## config.mk

```make
export PLATFORM = sky130hd
export DESIGN_NAME = crpa_calc_ram_arbiter
export DESIGN_NICKNAME = d
export VERILOG_FILES = /design/src/crpa_pkg.sv /design/src/crpa_down_ptr.sv /design/src/crpa_ram.sv /design/src/crpa_calc_ram_arbiter.sv
export VERILOG_INCLUDE_DIRS = /design/src
export SDC_FILE = /design/constraint.sdc
export NUM_CORES = 2
export LEC_CHECK = 0
export BUFFER_PORTS_ARGS = -buffer_cell sky130_fd_sc_hd__clkbuf_2
export CORE_AREA = 3 3 441 443
export DETAILED_ROUTE_END_ITERATION = 16
export DIE_AREA = 0 0 444 446
export HOLD_SLACK_MARGIN = 0.03
export PLACE_DENSITY = 0.71
export SYNTH_ARGS = -nofsm -noshare
export SYNTH_HDL_FRONTEND = slang
export SYNTH_SLANG_ARGS = --single-unit
```

## constraint.sdc

```tcl
create_clock -name core_clk -period 3.05 [get_ports core_clk]
set_input_delay 0.61 -clock core_clk [delete_from_list [all_inputs] [get_ports core_clk]]
set_output_delay 0.61 -clock core_clk [all_outputs]
set_load 0.01 [all_outputs]
```

## src/crpa_params.svh

```systemverilog
// Purpose: constants for the calculation RAM pointer arbiter
// Assumes: included by the package and the design modules
// Notes: register word offsets are byte addresses on the AHB-Lite bus
`ifndef CRPA_PARAMS_SVH
`define CRPA_PARAMS_SVH
`define CRPA_OFF_A_PTR 8'h00
`define CRPA_OFF_X_PTR 8'h04
`define CRPA_OFF_R_PTR 8'h08
`define CRPA_OFF_H_PTR 8'h0c
`define CRPA_OFF_STATUS 8'h10
`define CRPA_PTR_RESET 8'h00
`define CRPA_RAM_DEPTH 256
`define CRPA_SFR_BASE 8'h80
`define CRPA_HTRANS_NONSEQ 2'h2
`define CRPA_HRESP_OKAY 1'h0
`endif

```

## src/crpa_pkg.sv

```systemverilog
// Purpose: shared types for the calculation RAM pointer arbiter
// Assumes: crpa_params.svh defines the constants
// Notes: none
`include "crpa_params.svh"
package crpa_pkg;
   // Calculation unit pointer controls, one cycle each except the active level
   typedef struct packed {
      logic active;
      logic cycleStart;
      logic decA;
      logic decX;
      logic decR;
      logic incH;
   } crpa_calc_ctl_t;
   // Selector for the RAM address source
   typedef enum logic [3:0] {
      SRC_CPU = 4'h1,
      SRC_A = 4'h2,
      SRC_X = 4'h4,
      SRC_R = 4'h8
   } crpa_src_t;
   // Arbiter states
   typedef enum logic [1:0] {
      ST_STANDBY = 2'h1,
      ST_ACTIVE = 2'h2
   } crpa_state_t;
endpackage : crpa_pkg

```

## src/crpa_down_ptr.sv

```systemverilog
// Purpose: one 8-bit holding register with its 8-bit down counter
// Assumes: rstN is the synchronised reset
// Notes: holding register write has priority over nothing else
`timescale 1ns/10ps
`default_nettype none
`include "crpa_params.svh"
module crpa_down_ptr #(
   parameter int W = 8
) (
   // Clock and reset
   input wire logic clk,
   input wire logic rstN,
   // Controls
   input wire logic wrEn,
   input wire logic [W-1:0] wrData,
   input wire logic load,
   input wire logic dec,
   // State
   output logic [W-1:0] holdVal,
   output logic [W-1:0] countVal
);
   logic [W-1:0] hold_reg;
   logic [W-1:0] count_reg;

   always_ff @(posedge clk or negedge rstN) begin
      if (!rstN) begin
         hold_reg <= W'(`CRPA_PTR_RESET);
      end else if (wrEn) begin
         hold_reg <= wrData;
      end
   end

   always_ff @(posedge clk or negedge rstN) begin
      if (!rstN) begin
         count_reg <= W'(`CRPA_PTR_RESET);
      end else if (load) begin
         count_reg <= hold_reg;
      end else if (dec) begin
         count_reg <= count_reg - W'(1);
      end
   end

   assign holdVal = hold_reg;
   assign countVal = count_reg;
endmodule : crpa_down_ptr
`default_nettype wire

```

## src/crpa_ram.sv

```systemverilog
// Purpose: 256-byte flip-flop RAM with one port
// Assumes: caller arbitrates between CPU and calculation unit
// Notes: read data is registered
`timescale 1ns/10ps
`default_nettype none
`include "crpa_params.svh"
module crpa_ram #(
   parameter int DEPTH = `CRPA_RAM_DEPTH,
   parameter int AW = 8
) (
   // Clock
   input wire logic clk,
   // Port
   input wire logic we,
   input wire logic [AW-1:0] addr,
   input wire logic [7:0] wdata,
   output logic [7:0] rdata
);
   logic [7:0] mem [DEPTH];

   always_ff @(posedge clk) begin
      if (we) begin
         mem[addr] <= wdata;
      end
      rdata <= mem[addr];
   end
endmodule : crpa_ram
`default_nettype wire

```

## src/crpa_calc_ram_arbiter.sv

```systemverilog
// Purpose: RAM pointers and CPU/calculation unit RAM arbitration
// Assumes: calculation unit and CPU RAM ports are on core_clk
// Notes: pointer registers are reached over AHB-Lite, zero wait
// Function
// - The 256-byte RAM serves either the CPU or the unit, never both.
// - The CPU has full RAM access only while the unit is idle.
// - While the unit is active, it uses its own channel; CPU RAM access is blocked.
// - Interrupt grants to the CPU are withheld while the unit is active.
// - While active, only the special function registers stay CPU accessible.
// - Three pointers each have an 8-bit holding register and down counter.
// - CPU writes the holding register and reads the down counter.
// - All holding registers and down counters reset to 00H.
// - The high-operand pointer is a CPU read/write up counter, reset 00H.
// - In standby, the unit makes no RAM accesses.
// - In standby, down counters reload from holding registers every cycle.
// - When active, reloading stops and the unit controls counting.
// - When active, pointers address operand and result fields.
// - Holding registers may be rewritten while active; loaded at next cycle start.
//
// The AHB-Lite interface to the registers and the register addresses were decided locally.
`timescale 1ns/10ps
`default_nettype none
`include "crpa_params.svh"
module crpa_calc_ram_arbiter (
   // Clock and reset
   input wire logic core_clk,
   input wire logic nrst,
   // AHB-Lite slave
   input wire logic hsel,
   input wire logic [31:0] haddr,
   input wire logic [1:0] htrans,
   input wire logic hwrite,
   input wire logic [2:0] hsize,
   input wire logic [31:0] hwdata,
   input wire logic hready,
   output logic hreadyout,
   output logic hresp,
   output logic [31:0] hrdata,
   // Calculation unit
   input wire crpa_pkg::crpa_calc_ctl_t calcCtl,
   input wire crpa_pkg::crpa_src_t calcSrc,
   input wire logic calcWe,
   input wire logic [7:0] calcWdata,
   output logic [7:0] calcRdata,
   // CPU RAM port
   input wire logic cpuReq,
   input wire logic cpuWe,
   input wire logic [7:0] cpuAddr,
   input wire logic [7:0] cpuWdata,
   output logic [7:0] cpuRdata,
   output logic cpuBlocked,
   // Interrupt grant
   input wire logic irqReq,
   output logic irqGrant
);
   logic rstSync1_reg;
   logic rstN;
   crpa_pkg::crpa_state_t state_reg;
   logic active;
   logic [7:0] highPtr_reg;
   logic [7:0] aHold, aCnt, xHold, xCnt, rHold, rCnt;
   logic dpWr_reg;
   logic [7:0] dpAddr_reg;
   logic wrA, wrX, wrR, wrH;
   logic loadCnt;
   logic [7:0] ramAddr;
   logic ramWe;
   logic [7:0] ramWdata;
   logic [7:0] ramRdata;
   logic isSfr;
   logic cpuOk;
   logic [31:0] rdMux;
   logic [7:0] cpuRdata_next;
   logic cpuSel_reg;

   // Reset release through two flops
   always_ff @(posedge core_clk or negedge nrst) begin
      if (!nrst) begin
         rstSync1_reg <= 1'b0;
         rstN <= 1'b0;
      end else begin
         rstSync1_reg <= 1'b1;
         rstN <= rstSync1_reg;
      end
   end

   function automatic logic isOff(input logic [7:0] a, input logic [7:0] o);
      isOff = (a == o);
   endfunction : isOff

   // Unit activity state
   always_ff @(posedge core_clk or negedge rstN) begin
      if (!rstN) begin
         state_reg <= crpa_pkg::ST_STANDBY;
      end else begin
         state_reg <= calcCtl.active ? crpa_pkg::ST_ACTIVE
                                     : crpa_pkg::ST_STANDBY;
      end
   end

   // Mux follows the live activity input so the switch is immediate
   assign active = calcCtl.active;

   // Bus address phase capture
   always_ff @(posedge core_clk or negedge rstN) begin
      if (!rstN) begin
         dpWr_reg <= 1'b0;
         dpAddr_reg <= 8'h00;
      end else if (hready) begin
         dpWr_reg <= hsel && hwrite && (htrans == `CRPA_HTRANS_NONSEQ);
         dpAddr_reg <= haddr[7:0];
      end
   end

   always_ff @(posedge core_clk or negedge rstN) begin
      if (!rstN) begin
         hreadyout <= 1'b1;
         hresp <= `CRPA_HRESP_OKAY;
      end else begin
         hreadyout <= 1'b1;
         hresp <= `CRPA_HRESP_OKAY;
      end
   end

   assign wrA = dpWr_reg && isOff(dpAddr_reg, `CRPA_OFF_A_PTR);
   assign wrX = dpWr_reg && isOff(dpAddr_reg, `CRPA_OFF_X_PTR);
   assign wrR = dpWr_reg && isOff(dpAddr_reg, `CRPA_OFF_R_PTR);
   assign wrH = dpWr_reg && isOff(dpAddr_reg, `CRPA_OFF_H_PTR);

   // Continuous reload in standby, else only at a new calculation cycle
   assign loadCnt = !calcCtl.active || calcCtl.cycleStart;

   crpa_down_ptr #(.W(8)) uPtrA (
      .clk(core_clk), .rstN(rstN), .wrEn(wrA), .wrData(hwdata[7:0]),
      .load(loadCnt), .dec(calcCtl.active && calcCtl.decA),
      .holdVal(aHold), .countVal(aCnt)
   );
   crpa_down_ptr #(.W(8)) uPtrX (
      .clk(core_clk), .rstN(rstN), .wrEn(wrX), .wrData(hwdata[7:0]),
      .load(loadCnt), .dec(calcCtl.active && calcCtl.decX),
      .holdVal(xHold), .countVal(xCnt)
   );
   crpa_down_ptr #(.W(8)) uPtrR (
      .clk(core_clk), .rstN(rstN), .wrEn(wrR), .wrData(hwdata[7:0]),
      .load(loadCnt), .dec(calcCtl.active && calcCtl.decR),
      .holdVal(rHold), .countVal(rCnt)
   );

   // Up counter; a CPU write wins over an increment in the same cycle
   always_ff @(posedge core_clk or negedge rstN) begin
      if (!rstN) begin
         highPtr_reg <= `CRPA_PTR_RESET;
      end else if (wrH) begin
         highPtr_reg <= hwdata[7:0];
      end else if (calcCtl.active && calcCtl.incH) begin
         highPtr_reg <= highPtr_reg + 8'h01;
      end
   end

   // Register reads: counters, not holding registers
   always_comb begin
      rdMux = 32'h0000_0000;
      unique case (dpAddr_reg)
         `CRPA_OFF_A_PTR: rdMux[7:0] = aCnt;
         `CRPA_OFF_X_PTR: rdMux[7:0] = xCnt;
         `CRPA_OFF_R_PTR: rdMux[7:0] = rCnt;
         `CRPA_OFF_H_PTR: rdMux[7:0] = highPtr_reg;
         `CRPA_OFF_STATUS: rdMux[0] = (state_reg == crpa_pkg::ST_ACTIVE);
         default: rdMux = 32'h0000_0000;
      endcase
   end
   assign hrdata = rdMux;

   // SFR window stays open to the CPU during activity
   assign isSfr = (cpuAddr >= `CRPA_SFR_BASE);
   assign cpuOk = !active;

   // RAM address and write mux
   always_comb begin
      ramAddr = cpuAddr;
      ramWe = 1'b0;
      ramWdata = cpuWdata;
      if (active) begin
         ramWdata = calcWdata;
         ramWe = calcWe;
         unique case (calcSrc)
            crpa_pkg::SRC_A: ramAddr = aCnt;
            crpa_pkg::SRC_X: ramAddr = xCnt;
            crpa_pkg::SRC_R: ramAddr = rCnt;
            default: ramAddr = highPtr_reg;
         endcase
      end else begin
         ramWe = cpuReq && cpuWe && !isSfr;
      end
   end

   crpa_ram #(.DEPTH(`CRPA_RAM_DEPTH), .AW(8)) uRam (
      .clk(core_clk), .we(ramWe), .addr(ramAddr),
      .wdata(ramWdata), .rdata(ramRdata)
   );

   assign calcRdata = ramRdata;
   // Remember who addressed the RAM, so unit data never reaches the CPU
   always_ff @(posedge core_clk or negedge rstN) begin
      if (!rstN) begin
         cpuSel_reg <= 1'b0;
      end else begin
         cpuSel_reg <= cpuOk;
      end
   end

   assign cpuRdata_next = cpuSel_reg ? ramRdata : 8'h00;

   always_ff @(posedge core_clk or negedge rstN) begin
      if (!rstN) begin
         cpuRdata <= 8'h00;
      end else begin
         cpuRdata <= cpuRdata_next;
      end
   end

   // Blocked flags RAM only; SFR accesses go elsewhere and stay allowed
   always_ff @(posedge core_clk or negedge rstN) begin
      if (!rstN) begin
         cpuBlocked <= 1'b0;
      end else begin
         cpuBlocked <= calcCtl.active && cpuReq && !isSfr;
      end
   end

   always_ff @(posedge core_clk or negedge rstN) begin
      if (!rstN) begin
         irqGrant <= 1'b0;
      end else begin
         irqGrant <= irqReq && !calcCtl.active;
      end
   end

   // Checks
   standby_reload_a: assert property (
      @(posedge core_clk) disable iff (!rstN)
      !calcCtl.active && !wrA |=> aCnt == $past(aHold))
      else $error("down counter not reloaded in standby");
   hold_active_a: assert property (
      @(posedge core_clk) disable iff (!rstN)
      calcCtl.active && !calcCtl.cycleStart && !calcCtl.decA
      |=> aCnt == $past(aCnt))
      else $error("counter moved without unit command");
   dec_step_a: assert property (
      @(posedge core_clk) disable iff (!rstN)
      calcCtl.active && !calcCtl.cycleStart && calcCtl.decX
      |=> xCnt == $past(xCnt) - 8'h01)
      else $error("counter did not decrement");
   irq_block_a: assert property (
      @(posedge core_clk) disable iff (!rstN)
      calcCtl.active |=> !irqGrant)
      else $error("interrupt granted while active");
   irq_pass_a: assert property (
      @(posedge core_clk) disable iff (!rstN)
      !calcCtl.active && irqReq |=> irqGrant)
      else $error("interrupt not granted in standby");
   mux_switch_a: assert property (
      @(posedge core_clk) disable iff (!rstN)
      calcCtl.active && calcSrc == crpa_pkg::SRC_R |-> ramAddr == rCnt)
      else $error("address mux not on result pointer");
   mux_cpu_a: assert property (
      @(posedge core_clk) disable iff (!rstN)
      !calcCtl.active |-> ramAddr == cpuAddr)
      else $error("address mux not on CPU address");
   cpu_nowrite_a: assert property (
      @(posedge core_clk) disable iff (!rstN)
      calcCtl.active && !calcWe |-> !ramWe)
      else $error("CPU write reached RAM while active");
   idle_nowrite_a: assert property (
      @(posedge core_clk) disable iff (!rstN)
      !calcCtl.active && !cpuReq |-> !ramWe)
      else $error("RAM written in standby without CPU request");
   cpu_rd_block_a: assert property (
      @(posedge core_clk) disable iff (!rstN)
      calcCtl.active |-> ##2 cpuRdata == 8'h00)
      else $error("RAM data reached the CPU while active");
   up_count_a: assert property (
      @(posedge core_clk) disable iff (!rstN)
      calcCtl.active && calcCtl.incH && !wrH
      |=> highPtr_reg == $past(highPtr_reg) + 8'h01)
      else $error("high pointer did not increment");
   high_write_a: assert property (
      @(posedge core_clk) disable iff (!rstN)
      wrH |=> highPtr_reg == $past(hwdata[7:0]))
      else $error("high pointer write lost");
   hold_write_a: assert property (
      @(posedge core_clk) disable iff (!rstN)
      calcCtl.active && wrR |=> rHold == $past(hwdata[7:0]))
      else $error("holding register write lost while active");
   hold_keep_a: assert property (
      @(posedge core_clk) disable iff (!rstN)
      !wrA |=> aHold == $past(aHold))
      else $error("holding register changed without write");
   load_start_a: assert property (
      @(posedge core_clk) disable iff (!rstN)
      calcCtl.active && calcCtl.cycleStart |=> aCnt == $past(aHold)
      && xCnt == $past(xHold) && rCnt == $past(rHold))
      else $error("counters not loaded at cycle start");
   cpu_block_a: assert property (
      @(posedge core_clk) disable iff (!rstN)
      calcCtl.active && cpuReq && !isSfr |=> cpuBlocked)
      else $error("CPU RAM access not flagged");
   cov_active_c: cover property (@(posedge core_clk) disable iff (!rstN)
      !calcCtl.active ##1 calcCtl.active);
   cov_cycle_c: cover property (@(posedge core_clk) disable iff (!rstN)
      calcCtl.active && calcCtl.cycleStart);
   cov_wr_c: cover property (@(posedge core_clk) disable iff (!rstN)
      calcCtl.active && wrA);
   cov_dec_c: cover property (@(posedge core_clk) disable iff (!rstN)
      calcCtl.active && calcCtl.decA);
   cov_block_c: cover property (@(posedge core_clk) disable iff (!rstN)
      cpuBlocked);
endmodule : crpa_calc_ram_arbiter
`default_nettype wire

```

=== Word level (Yosys, flattened, before mapping) ===
Memory sizes are Yosys's and may differ from the RTL's. A register that Yosys moved wholly into a read port is not among the register bits.
Index checks and enable logic that the tools add are counted.

* Add/sub/neg operators: 4
* Magnitude comparators: 1
* Equal/unequal tests: 9
* Muxes and demuxes: 18
* Reduce and logical (&&, ||, !) cells: 23

{| class="wikitable"
|+ Operator list
! cell !! count
|-
| $mux 8 || 11
|-
| $pmux 7 s4 || 1
|-
| $pmux 8 s3 || 1
|-
| $sub 8x1->8 const B || 3
|-
| $eq 8x4->1 const B || 2
|-
| $logic_and 1x1->1 || 15
|-
| $add 8x1->8 const B || 1
|-
| $eq 8x3->1 const B || 1
|-
| $eq 8x5->1 const B || 1
|-
| $ge 8x8->1 const B || 1
|-
| $logic_not 8->1 || 1
|-
| $reduce_bool 2->1 || 4
|-
| $pmux 1 s5 || 1
|-
| $eq 2x2->1 const B || 2
|-
| $eq 4x2->1 const B || 1
|-
| $eq 4x3->1 const B || 1
|-
| $eq 4x4->1 const B || 1
|-
| $mux 1 || 3
|-
| $logic_not 1->1 || 2
|-
| $mux 2 || 1
|-
| $logic_or 1x1->1 || 1
|}

* Bits in registers: 80
* RAM bits: 2,048
* Input bits: 112
* Output and inout port bits: 52
* Logic and storage cells: 72
* Memories: 1

{| class="wikitable"
|+ Memories
! memory !! words !! width !! read ports !! clocked after Yosys merged registers in !! write ports !! line !! RTL
|-
| uRam.mem || 256 || 8 || 1 || 1 || 1 || crpa_ram.sv:19 || <nowiki>logic [7:0] mem [DEPTH];</nowiki>
|}

=== Logic depth before layout (Yosys ltp) ===
* Depth after elaboration: 6
* Gate-level depth with buffers: 16
* Gate-level depth less buffers: 10

=== By module ===
From an unflattened synthesis, not the netlist that was laid out.

* Cells, all modules: 3,948
* Area total of the unflattened synthesis: 82,849.5 um^2

{| class="wikitable"
|+ By module, submodules not included
! module !! instances !! cells an instance !! area an instance (um^2) !! seq. area each (um^2)
|-
| crpa_ram || 1 || 3,547 || 78,492.8 || 61,659.1
|-
| crpa_calc_ram_arbiter || 1 || 212 || 2,202.1 || 802.0
|-
| crpa_down_ptr || 3 || 63 || 718.2 || 400.4
|}

=== Worst setup path after synthesis ===
No wires, ideal clock.

* Path kind: input to register
* Start: in calcCtl[5] (netlist name)
* End: mem uRam.mem[0][0] (data pin)
* Setup time: 0.556 ns
* Arrival: 3.372 ns
* Data required time: 2.494 ns
* Setup slack: -0.878 ns
* Cell stages on the path: 4
* Buffers on the path: 3
* Cell sequence: clkbuf_1 > clkbuf_1 > buf_1 > mux2_2

* Longest elaborated chain between the ends: 1

{| class="wikitable"
|+ Ends and longest elaborated chain
! item !! line !! RTL
|-
| start, declared || crpa_calc_ram_arbiter.sv:40 || <nowiki>input wire crpa_pkg::crpa_calc_ctl_t calcCtl,</nowiki>
|-
| $mux 8 || crpa_calc_ram_arbiter.sv:183 || <nowiki>if (active) begin</nowiki>
|-
| named net ramWdata[0] || crpa_calc_ram_arbiter.sv:68 || <nowiki>logic [7:0] ramWdata;</nowiki>
|-
| end, declared || crpa_ram.sv:19 ||
|}

The timed path passes the listed nets, and every way through them passes these cells.

=== Final worst setup path ===
* Start: reg uPtrX.count_reg[0], in the netlist uPtrX.countVal[0]
* End: reg uRam.rdata[0] (read register of uRam.mem)

* Longest elaborated chain between the ends: 2

{| class="wikitable"
|+ Ends and longest elaborated chain
! item !! line !! RTL
|-
| start, declared || crpa_down_ptr.sv:23 || <nowiki>logic [W-1:0] count_reg;</nowiki>
|-
| start signal, assigned || crpa_down_ptr.sv:35 || <nowiki>count_reg <= W'(`CRPA_PTR_RESET);</nowiki>
|-
| start signal, assigned || crpa_down_ptr.sv:37 || <nowiki>count_reg <= hold_reg;</nowiki>
|-
| start signal, assigned || crpa_down_ptr.sv:39 || <nowiki>count_reg <= count_reg - W'(1);</nowiki>
|-
| $pmux 8 s3 || crpa_calc_ram_arbiter.sv:186 || <nowiki>unique case (calcSrc)</nowiki>
|-
| $mux 8 || crpa_calc_ram_arbiter.sv:183 ||
|-
| end, declared || crpa_ram.sv:17 || <nowiki>output logic [7:0] rdata</nowiki>
|}

Every way passes these cells.
A chain may end at the register's enable or synchronous reset.

==> out/metrics.cfg <==
[power_and_ir_drop]
p_int_w = 0.0533
clockPowerShare = 0.329
seqPwrFrac = 0.435
ir_worst_vdd_mv = 0.509
powerDensity_nw_per_um2 = 709
p_sw_w = 0.0223
leakage_nw = 37.1
comb_power_share = 0.236
sw_frac_of_total = 0.295

[clock_network]
clk_latency_ns = 0.87
cts_root_buffer = clkbuf_16
clockBufferDepth = 3
cts-buffers-inserted = 202
clock_sinks = 2136
htreeDepth = 4
cts_tree = built
path_clk_slew_ns = 0.07

[global_route]
antenna_found_initial = 5
grt_usage = 0.251
grt_max_degree = 107
grt_pass1_vias = 57400
grt_overflow = 0
grt_pass1_wl_um = 372000

[synth]
avgSynthCellArea_um2 = 13.6
synth_cells = 6329
ys_seq_elements = 2136
yosysUniqueCellTypes = 54
yosysWarnings = 0
synthArstFlopShare = 0.0375
synth_edf_count = 2048
ys.flop_type = edfxtp_1
netlist_area_um2 = 85900
seq_area_frac_synth = 0.741

[sta]
slew_viol_final = 0
skew_ns = 0.0703
hold_violations = 0
relSlewSlack = 0.322
tightest_slew_ns = 1.02
fmax_mhz = 273
worst_slack_ns = -0.613
rsz0062_at_grt = true
setup_violations = 2063
finalCritPeriodShare = 1.20
min_period_ns = 3.66

[routing]
drt_iter0_drc = 8640
ant_nets = 0
wl_um = 257000
drc_errors = 0
via_count = 59100
wl_per_cell_um = 26.1
dr.pass1.iters = 10
vias_per_cell = 6.01

[floorplanning]
rows = 160
io-pin-count = 164
start_util = 0.451
design.core.area_um2 = 190000
die_h_um = 446
die_w_um = 444
die_area_um2 = 198000

[worst_hold_path]
min_from = hwdata[0]
whs_endpoint = uPtrA.holdVal[0]$_DFFE_PN0P_
worst_hold_path_type = primary input to register
holdPathStages = 2

[setup_path]
crit_arrival_ns = 4.44
critPathSlowestCell = a221o_4
crit-reg2reg-launch = uPtrX.countVal[0]$_DFFE_PN0P_
crit_chain = a22o_4, a221o_4, buf_4, nand2_8, buf_6, buf_12, buf_16, buf_12, mux2i_1, a32oi_2, a31oi_1, o31ai_4, o2111ai_2
worst_setup_path_start_kind = register
cpMostUsedCell = buf_12
regToRegEndpoint = uRam.rdata[0]$_DFF_P_
reg2reg_depth = 13
critPathMaxFanout = 39
cpPeakStageDelay_ns = 0.53
path_class = register to register
r2r_setup_slack_ns = -0.61
endpoint_kind = register
critPathRequiredTime_ns = 3.83

[layout]
drive_gt1_frac = 0.246
nets = 7260
layout_common_cells = 2048 x edfxtp_1, 1267 x nand2_1, 782 x buf_4
largest_reg_flops = 2048
area.growth.synth_to_final_pct = 24.1
mostFrequentLayoutCell = edfxtp_1
n_fill_cell = 14200
fin_util = 0.560
max_flop_register = uRam.mem

[placed_design]
io_buffers = 86
hpwl_um = 156000
place.gp.congestion = 0.920
pre_cts_slack_ns = -1.69

[run_status]
status = finished with violations
violations = setup timing

[run]
drv_cap = 0

[routing by layer]
| layer | up-vias | global-route usage | wire (um) |
|---|---|---|---|
| met3 | 659 | 0.0523 | 27800 |
| met4 | 2 | 0.128 | 14000 |
| met2 | 3710 | 0.401 | 121000 |
| met5 | - | 0 | 26 |
| li1 | 25600 | - | - |
| met1 | 29200 | 0.326 | 93900 |
[stage by stage]
stage | instance area, um^2 | setup TNS [ns] | hold WS, ns | cells | power, W
finish | 107000 | -434.41 | 0.0832 | 9829 | 0.0756
global route | 107000 | -490.03 | 0.0595 | 9829 | 0.0778
CTS | 105000 | -168.80 | 0.0345 | 9805 | 0.0747
detailed placement | 95900 | -1860.55 | 0.319 | 9366 | 0.0485
global placement | 95900 | -1881.23 | 0.314 | 9366 | 0.0482
floorplan | 86000 | -2890.56 | 0.314 | 6354 | 0.0411
[final cells by class]
cell class / count / area (um^2) / share of cell area
diodes: 1 / 2.50 / 0.0000235
clock buffers: 251 / 5260 / 0.0493
clock inverters: 126 / 1290 / 0.0121
inverters: 10 / 37.5 / 0.000352
multi-input cells: 3696 / 22600 / 0.212
flip-flops and latches: 2136 / 63700 / 0.597
well taps: 2511 / 3140 / 0.0295
repair buffers: 1098 / 10600 / 0.0994
[how the worst max path moves through the flow]
stage	from	end	slack, ns	cells past startpoint
after floorplan	calcCtl[5]	uRam.mem[0][0]$_DFFE_PP_	-0.88	4
after global placement	calcSrc[1]	uRam.rdata[0]$_DFF_P_	-1.66	16
after detailed placement	calcSrc[0]	uRam.rdata[0]$_DFF_P_	-1.69	16
after CTS	uPtrA.countVal[0]$_DFFE_PN0P_	uRam.rdata[5]$_DFF_P_	-0.49	14
after global routing	uPtrA.countVal[0]$_DFFE_PN0P_	uRam.rdata[0]$_DFF_P_	-0.67	13
final	uPtrX.countVal[0]$_DFFE_PN0P_	uRam.rdata[0]$_DFF_P_	-0.61	13
[power by group through the flow]
stage	Clock (W)	Sequential, W	Combinational [W]
after floorplan	0	0.0335	0.00761
after CTS	0.0250	0.0329	0.0168
after global placement	0	0.0335	0.0147
after detailed placement	0	0.0335	0.0150
final	0.0249	0.0329	0.0178
after global routing	0.0263	0.0329	0.0186
[worst max-delay path: cells and delay by family, from the launching register on]
kind	cells	cell delay (ns)
multiplexers	1	0.39
AO/OA/AOI/OAI	6	1.68
AND/OR/NAND/NOR	1	0.08
flip-flops	1	0.43
buffers and inverters	5	0.93
[cells in the mapped netlist, types with 13 or more instances]
cell type	count	area share
a211oi_1	352	0.031
nand3_1	455	0.027
a32oi_1	96	0.0098
nor4_1	59	0.0043
and3_1	229	0.017
edfxtp_1	2048	0.72
nand2_1	1289	0.056
mux2i_1	97	0.011
o22ai_1	25	0.0018
a311oi_1	64	0.0065
o21ai_0	37	0.0022
clkbuf_1	282	0.012
nor2_1	284	0.012
xnor2_1	13	0.0013
buf_1	48	0.0021
a31oi_1	98	0.0071
buf_2	142	0.0083
mux2_2	41	0.0054
a22oi_1	101	0.0088
a21oi_1	276	0.016
dfrtp_1	79	0.023
o31ai_1	24	0.0021
xor2_1	16	0.0016
buf_4	33	0.0029
and2_1	18	0.0013
[repair_timing]
action,4_1_cts,5_1_grt
hold buffers,15,0
setup buffers,36,18
gates resized for setup,388,181
endpoints found under the setup margin,2056,1952
hold endpoints to repair,14,0
pin swaps,108,48
gates cloned,20,8
[kinds of logic after synthesis]
logic type	count (synthesis)	synth area share
other cells	2	0.0000874
xor+xnor	29	0.00296
fa+ha+maj	4	0.000583
buf+inv	524	0.0272
flops	2136	0.741
compound gates	1105	0.0885
simple gates	2384	0.121
mux	145	0.0185
(Power assumes the default switching activity.)
